**src/hw/fskcr_pkg.sv**
```systemverilog
// Constants for the FSK coefficient reload block: register map and fields.
// Assumes a 32-bit classic Wishbone slave, one register per aligned word.
package fskcr_pkg;
	localparam int COEFF_W = 16;
	localparam int ADDR_W = 10;
	// Register indices as printed; byte address is four times the index
	localparam logic [7:0] IDX_SPACE_AMP = 8'h45;
	localparam logic [7:0] IDX_SPACE_FREQ = 8'h46;
	localparam logic [7:0] IDX_MARK_AMP = 8'h47;
	localparam logic [7:0] IDX_MARK_FREQ = 8'h48;
	localparam logic [7:0] IDX_GAIN_S2M = 8'h49;
	localparam logic [7:0] IDX_GAIN_M2S = 8'h4a;
	localparam logic [7:0] IDX_MODE = 8'h6c;
	localparam logic [7:0] IDX_OSC_CTRL = 8'h20;
	localparam logic [7:0] IDX_TONE_AMP = 8'h50;
	localparam logic [7:0] IDX_TONE_FREQ = 8'h51;
	localparam logic [7:0] IDX_STATUS = 8'h52;
	localparam int MODE_FSK_BIT = 6;
	localparam int OSC_REL_BIT = 6;
	localparam logic [15:0] COEFF_RST = 16'h0000;
	// Gain factors are unsigned Q1.15: 16'h8000 is unity
	localparam logic [15:0] GAIN_UNITY = 16'h8000;
	localparam int GAIN_FRAC = 15;
endpackage

```
**src/hw/fskcr_coeff_reg.sv**
```systemverilog
// One 16-bit read/write coefficient register.
// Assumes the write strobe is a single-cycle pulse from the bus slave.
`timescale 1ns/1ps
module fskcr_coeff_reg #(
	parameter logic [15:0] RST_VAL = 16'h0000
) (
	input wire logic clk_i,
	input wire logic rst_i,
	input wire logic we_i,
	input wire logic [1:0] sel_i,
	input wire logic [15:0] wdata_i,
	output logic [15:0] q_o
);
	logic [15:0] q_q;
	wire logic [15:0] q_d = {sel_i[1] ? wdata_i[15:8] : q_q[15:8],
		sel_i[0] ? wdata_i[7:0] : q_q[7:0]};
	always_ff @(posedge clk_i)
	begin
		if (rst_i)
			q_q <= RST_VAL;
		else if (we_i)
			q_q <= q_d;
	end
	assign q_o = q_q;
endmodule

```
**src/hw/fskcr_gain_mul.sv**
```systemverilog
// Registered Q1.15 gain multiply of the tone amplitude.
// Assumes an unsigned amplitude; result saturates at all ones.
`timescale 1ns/1ps
module fskcr_gain_mul (
	input wire logic clk_i,
	input wire logic rst_i,
	input wire logic load_i,
	input wire logic [15:0] amp_i,
	input wire logic [15:0] gain_i,
	output logic [15:0] amp_o
);
	logic [15:0] amp_q;
	wire logic [31:0] prod = 32'(amp_i) * 32'(gain_i);
	wire logic [16:0] scaled = prod[31:fskcr_pkg::GAIN_FRAC];
	wire logic [15:0] amp_d = scaled[16] ? 16'hffff : scaled[15:0];
	always_ff @(posedge clk_i)
	begin
		if (rst_i)
			amp_q <= fskcr_pkg::COEFF_RST;
		else if (load_i)
			amp_q <= amp_d;
	end
	assign amp_o = amp_q;
endmodule

```
**src/hw/fskcr_top.sv**
```systemverilog
// Enhanced FSK coefficient reload for tone oscillator 1, with Wishbone regs.
// Assumes expiry is a one-cycle pulse and symbol is stable at that pulse.
`timescale 1ns/1ps
module fskcr_top (
	input wire logic clk_i,
	input wire logic rst_i,
	input wire logic wb_cyc_i,
	input wire logic wb_stb_i,
	input wire logic wb_we_i,
	input wire logic [fskcr_pkg::ADDR_W-1:0] wb_adr_i,
	input wire logic [3:0] wb_sel_i,
	input wire logic [31:0] wb_dat_i,
	output logic [31:0] wb_dat_o,
	output logic wb_ack_o,
	output logic wb_err_o,
	input wire logic timer_expire_i,
	input wire logic symbol_i,
	output logic [15:0] tone1_amp_coeff_o,
	output logic [15:0] tone1_freq_coeff_o,
	output logic tone1_load_o
);
	localparam int NREG = 6;
	logic ack_q;
	logic err_q;
	logic [31:0] rdata_q;
	logic fsk_en_q;
	logic rel_en_q;
	logic prev_sym_q;
	logic sym_valid_q;
	logic [15:0] freq_q;
	logic load_q;
	logic [15:0] regular_amp_q;
	logic [15:0] regular_freq_q;
	logic [15:0] coeff [NREG];

	wire logic req = wb_cyc_i && wb_stb_i && !ack_q && !err_q;
	wire logic [7:0] idx = wb_adr_i[fskcr_pkg::ADDR_W-1:2];
	wire logic wr = req && wb_we_i;
	wire logic hit_sa = (idx == fskcr_pkg::IDX_SPACE_AMP);
	wire logic hit_sf = (idx == fskcr_pkg::IDX_SPACE_FREQ);
	wire logic hit_ma = (idx == fskcr_pkg::IDX_MARK_AMP);
	wire logic hit_mf = (idx == fskcr_pkg::IDX_MARK_FREQ);
	wire logic hit_g01 = (idx == fskcr_pkg::IDX_GAIN_S2M);
	wire logic hit_g10 = (idx == fskcr_pkg::IDX_GAIN_M2S);
	wire logic hit_mode = (idx == fskcr_pkg::IDX_MODE);
	wire logic hit_osc = (idx == fskcr_pkg::IDX_OSC_CTRL);
	wire logic hit_ta = (idx == fskcr_pkg::IDX_TONE_AMP);
	wire logic hit_tf = (idx == fskcr_pkg::IDX_TONE_FREQ);
	wire logic hit_st = (idx == fskcr_pkg::IDX_STATUS);
	wire logic [NREG-1:0] hit_c = {hit_g10, hit_g01, hit_mf, hit_ma,
		hit_sf, hit_sa};
	wire logic hit_any = (|hit_c) || hit_mode || hit_osc || hit_ta
		|| hit_tf || hit_st;

	// Six coefficient registers, 16 bits each in the low half-word
	genvar gi;
	generate
		for (gi = 0; gi < NREG; gi++)
		begin : g_coeff
			fskcr_coeff_reg #(
				.RST_VAL(fskcr_pkg::COEFF_RST)
			) u_reg (
				.clk_i(clk_i),
				.rst_i(rst_i),
				.we_i(wr && hit_c[gi]),
				.sel_i(wb_sel_i[1:0]),
				.wdata_i(wb_dat_i[15:0]),
				.q_o(coeff[gi])
			);
		end
	endgenerate

	// Enable bits
	always_ff @(posedge clk_i)
	begin
		if (rst_i)
		begin
			fsk_en_q <= 1'b0;
			rel_en_q <= 1'b0;
		end
		else
		begin
			if (wr && hit_mode && wb_sel_i[0])
				fsk_en_q <= wb_dat_i[fskcr_pkg::MODE_FSK_BIT];
			if (wr && hit_osc && wb_sel_i[0])
				rel_en_q <= wb_dat_i[fskcr_pkg::OSC_REL_BIT];
		end
	end

	// Regular tone coefficients
	always_ff @(posedge clk_i)
	begin
		if (rst_i)
		begin
			regular_amp_q <= fskcr_pkg::COEFF_RST;
			regular_freq_q <= fskcr_pkg::COEFF_RST;
		end
		else
		begin
			if (wr && hit_ta)
				regular_amp_q <= wb_dat_i[15:0];
			if (wr && hit_tf)
				regular_freq_q <= wb_dat_i[15:0];
		end
	end

	// Reload selection
	wire logic fsk_active = fsk_en_q && rel_en_q;
	wire logic [15:0] space_amp = coeff[0];
	wire logic [15:0] space_freq = coeff[1];
	wire logic [15:0] mark_amp = coeff[2];
	wire logic [15:0] mark_freq = coeff[3];
	wire logic [15:0] gain_s2m = coeff[4];
	wire logic [15:0] gain_m2s = coeff[5];
	wire logic [15:0] fsk_amp = symbol_i ? mark_amp : space_amp;
	wire logic [15:0] fsk_freq = symbol_i ? mark_freq : space_freq;
	wire logic changed = sym_valid_q && (symbol_i != prev_sym_q);
	wire logic s2m = changed && symbol_i;
	wire logic m2s = changed && !symbol_i;
	wire logic [15:0] gain_sel = !fsk_active ? fskcr_pkg::GAIN_UNITY :
		s2m ? gain_s2m :
		m2s ? gain_m2s :
		fskcr_pkg::GAIN_UNITY;
	wire logic [15:0] amp_src = fsk_active ? fsk_amp : regular_amp_q;
	wire logic [15:0] freq_src = fsk_active ? fsk_freq : regular_freq_q;

	fskcr_gain_mul u_mul (
		.clk_i(clk_i),
		.rst_i(rst_i),
		.load_i(timer_expire_i),
		.amp_i(amp_src),
		.gain_i(gain_sel),
		.amp_o(tone1_amp_coeff_o)
	);

	always_ff @(posedge clk_i)
	begin
		if (rst_i)
		begin
			freq_q <= fskcr_pkg::COEFF_RST;
			load_q <= 1'b0;
			prev_sym_q <= 1'b0;
			sym_valid_q <= 1'b0;
		end
		else
		begin
			load_q <= timer_expire_i;
			if (timer_expire_i)
			begin
				freq_q <= freq_src;
				prev_sym_q <= symbol_i;
				sym_valid_q <= fsk_active;
			end
			else if (!fsk_active)
				sym_valid_q <= 1'b0;
		end
	end

	assign tone1_freq_coeff_o = freq_q;
	assign tone1_load_o = load_q;

	// Read mux
	wire logic [15:0] coeff_rd = hit_sa ? coeff[0] :
		hit_sf ? coeff[1] :
		hit_ma ? coeff[2] :
		hit_mf ? coeff[3] :
		hit_g01 ? coeff[4] :
		hit_g10 ? coeff[5] : 16'h0000;
	logic [31:0] rd_d;
	always_comb
	begin
		rd_d = 32'h0000_0000;
		if (|hit_c)
			rd_d = {16'h0000, coeff_rd};
		else if (hit_mode)
			rd_d[fskcr_pkg::MODE_FSK_BIT] = fsk_en_q;
		else if (hit_osc)
			rd_d[fskcr_pkg::OSC_REL_BIT] = rel_en_q;
		else if (hit_ta)
			rd_d = {16'h0000, regular_amp_q};
		else if (hit_tf)
			rd_d = {16'h0000, regular_freq_q};
		else if (hit_st)
			rd_d = {14'h0000, fsk_active, prev_sym_q, tone1_amp_coeff_o};
	end

	always_ff @(posedge clk_i)
	begin
		if (rst_i)
		begin
			ack_q <= 1'b0;
			err_q <= 1'b0;
			rdata_q <= 32'h0000_0000;
		end
		else
		begin
			ack_q <= req && hit_any;
			err_q <= req && !hit_any;
			if (req && !wb_we_i)
				rdata_q <= rd_d;
		end
	end

	assign wb_ack_o = ack_q;
	assign wb_err_o = err_q;
	assign wb_dat_o = rdata_q;
endmodule

```
**config.mk**
```make
export PLATFORM = sky130hd
export DESIGN_NAME = fskcr_top
export DESIGN_NICKNAME = d
export VERILOG_FILES = /design/src/hw/fskcr_pkg.sv /design/src/hw/fskcr_coeff_reg.sv /design/src/hw/fskcr_gain_mul.sv /design/src/hw/fskcr_top.sv
export SDC_FILE = /design/constraint.sdc
export NUM_CORES = 1
export LEC_CHECK = 0
export BUFFER_PORTS_ARGS = -buffer_cell sky130_fd_sc_hd__clkbuf_2
export CORE_ASPECT_RATIO = 0.9
export CORE_MARGIN = 2
export CORE_UTILIZATION = 60
export DETAILED_ROUTE_END_ITERATION = 12
export PLACE_DENSITY = 0.91
export SLEW_MARGIN = 20
export SYNTH_ARGS = -nofsm -noshare
export SYNTH_HDL_FRONTEND = slang
export SYNTH_SLANG_ARGS = --single-unit
```
**constraint.sdc**
```tcl
create_clock -name clk_i -period 8.4 [get_ports clk_i]
set_input_delay 0.84 -clock clk_i [delete_from_list [all_inputs] [get_ports clk_i]]
set_output_delay 0.84 -clock clk_i [all_outputs]
set_load 0.05 [all_outputs]
```
==> metrics <==
largest family of logic cells by synthesized area adder cells; Max VDD drop 0.153 mV; Initial Utilization 60.9%; via/cell ratio around 6.3; Slowest cell on crit path and2_1; DRC 0; PD cells approximately 100 nW/um^2; yosys warns 0; vias in the first global route 15.6k; Mapped Cells 2,019; Clock Tree Buf Depth 2; CP required 8.77 ns; min Tclk post-route around 7.9 ns; Most used DFF post-synth dfxtp_1; Clock transition at path regs 0.09 ns; antenna viol nets, final 0; hold_ws 0.479 ns; CP max stage delay 0.54 ns; Setup crit end kind flop; Die Footprint approximately 30,000 um^2; Syn Area/Cell roughly 8.4 um^2; final hold violation count 0; post-synth cell types 63; cell leakage power 8.20 nW; Slew headroom 24.4%; post-synthesis xor/xnor area fraction 0.825%; worst hold path class reg -> reg; Rows 58; Pwr Total 1.91 mW; Setup TNS 0 ns; Max Cap Violations 0; worst clock skew about 0.019 ns; Synth Area in Simple Gates between 10% and 20%; Max Transition Viols Final 0; Post-CTS Setup Bufs 0; CTS H-tree lvls 4; CP cell instances clkbuf_2, nor2b_1, buf_4, a22o_1, and2_1, nand2_1, fa_1, inv_1, fa_1, ha_1, fa_1, fa_1, inv_1, fa_1, inv_1, ha_1, and4_1, nor4b_2, nand4_2, a21oi_1, o21ai_1, nand4b_1, nand4_4, a211oi_1; Die Y-Extent 164 um; run status complete, no violations; Layout Cells excl Fill between 2k and 2.5k; RePlAce Congestion 1.04; actual slew at the worst max-slew pin roughly 1.1 ns; cell taking the most area after synthesis fa_1; width of the die between 150 and 200 um; compound-cell area share of the yosys netlist about 10%; Top cell by count, worst path fa_1; first-pass GRT wire length 81.6 mm; TritonCTS clock tree yes; Crit Path Class in -> reg; register area share after synthesis between 20% and 30%; DR vias 15.2k; Inst Count DP 2,396; Synth top area share 22.7%; asr flop ratio synth 0%; I/O Buffers 85; initial antenna violation count 0; WL/cell between 20 and 25 um; crit path DAT approximately 8.3 ns; maximum clock frequency 0.126 GHz; length of the first detailed-routing pass in iterations 6; clk root buf clkbuf_16; period utilization 94.6%; RSZ-0062 raised after global routing false; I/O pins 120; clk sinks 185; final setup vio count 0; Final nets 2,402; Post-synth EDFFs 0; GRT Overall Usage 35.4%; GRT overflow 0; largest net degree at the start of global routing 107; main area contributors after synthesis fa_1 23%, dfxtp_1 22%, mux2i_1 11%; CP max FO 16; area growth from synthesis to layout 8.25%; DP Wirelength approximately 39 mm; CP Launch Type primary input; Yosys reg bits around 190; Adder-Cell Fraction of Synth Area 30.2%; final wirelength 51.4 mm; Mapped Area approximately 17,000 um^2; core area 27,900 um^2; TritonCTS Buffers 17; share of layout cells above drive strength 1 9.96%; clk_lat worst skew 0.46 ns; mux contribution to synthesized area 10.5%; DR iter-0 viols 1,921
==> sequential cells by signal, summed over array words and instances (netlist names) <==
register	count
tone1_freq_coeff_o	16
regular_freq_q	16
regular_amp_q	16
wb_dat_o	18
u_mul.amp_o	16
wb_err_o	1
prev_sym_q	1
rel_en_q	1
wb_ack_o	1
fsk_en_q	1
g_coeff.u_reg.q_o	96
sym_valid_q	1
tone1_load_o	1
==> power breakdown <==
group	internal (mW)	total [mW]	switching, mW
clock	0.415	0.872	0.457
combinational	0.0328	0.144	0.112
sequential	0.883	0.891	0.00764
total	1.33	1.91	0.576
==> placed cells by master, fill, tap and decap left out, drive strengths merged, types with 12 or more instances in the layout <==
cell type,instances
a211oi,23
a21oi,111
a221oi,17
a311oi,15
and2,21
buf,52
clkbuf,101
conb,14
dfxtp,185
fa,193
ha,101
inv,237
mux2i,179
nand2,264
nand3,18
nor2,342
nor3,26
o211ai,13
o21ai,40
xnor2,12
==> synth_stat cells (6+ instances only) <==
library cell	number
nor3_2	6
nor2b_1	6
ha_1	101
clkbuf_1	96
o21ai_0	37
a211oi_2	14
buf_4	16
nand3_1	17
nor3_1	18
dfxtp_1	185
fa_1	193
a22o_1	6
buf_2	7
o211ai_1	13
inv_1	230
a21oi_1	110
and2_1	21
a22oi_1	9
nand2b_1	11
xnor2_1	12
mux2i_1	179
buf_1	12
a221oi_1	17
a211oi_1	9
a311oi_1	15
nor2_1	338
nand2_1	264
==> worst max-delay path, delay by kind of cell <==
family,cells,cell delay [ns]
adders and majority gates,7,3.04
and+or+nand+nor,8,2.61
AOI/OAI and AO/OA,4,1.21
buffers and inverters,5,0.61
==> cell type report <==
type                       count  area, um^2
fill                        2169        9480
tap                          360         450
timing repair buffer         136         815
inverter                     230         863
clock inverter                15         208
sequential                   185        3700
antenna                        1        2.50
clock buffer                  17         425
multi-input combinational   1485       11900
==> routing by layer <==
layer	GRT usage, %	wire length [um]	share of wire [%]
met5	0	0	0
met4	19.4	3070	6.0
met3	7.65	5910	12
met2	56.4	23100	45
met1	45.4	19300	38
==> final timing paths <==
path | end | slack (ns) | start | depth (start not counted)
setup / recovery | u_mul.amp_o[3] | 0.46 | symbol_i | 24
hold / removal | regular_freq_q[12] | 0.48 | regular_freq_q[12] | 2
setup reg to reg | u_mul.amp_o[3] | 0.49 | prev_sym_q | 23
hold reg to reg | regular_freq_q[12] | 0.48 | regular_freq_q[12] | 2
==> cell families after synthesis <==
kind of cell / Yosys count
compound gates: 262
xor+xnor: 16
fa+ha+maj: 294
buf+inv: 362
flops: 185
mux: 179
other cells: 1
simple gates: 720
==> per-stage QoR <==
stage	instance area (um^2)	setup slack, ns	utilization [%]
2_1_floorplan	17000	1.00	-
3_3_place_gp	17700	0.291	63.7
3_5_place_dp	17700	0.0733	63.7
4_1_cts	18400	0.359	65.9
5_1_grt	18400	0.148	66.0
6_report	18400	0.455	66.0
==> repair_timing <==
item | CTS | global route
hold buffers | 0 | 0
gates resized for setup | 0 | 1
setup endpoints to repair | 0 | 8
(Power assumes the default switching activity.)
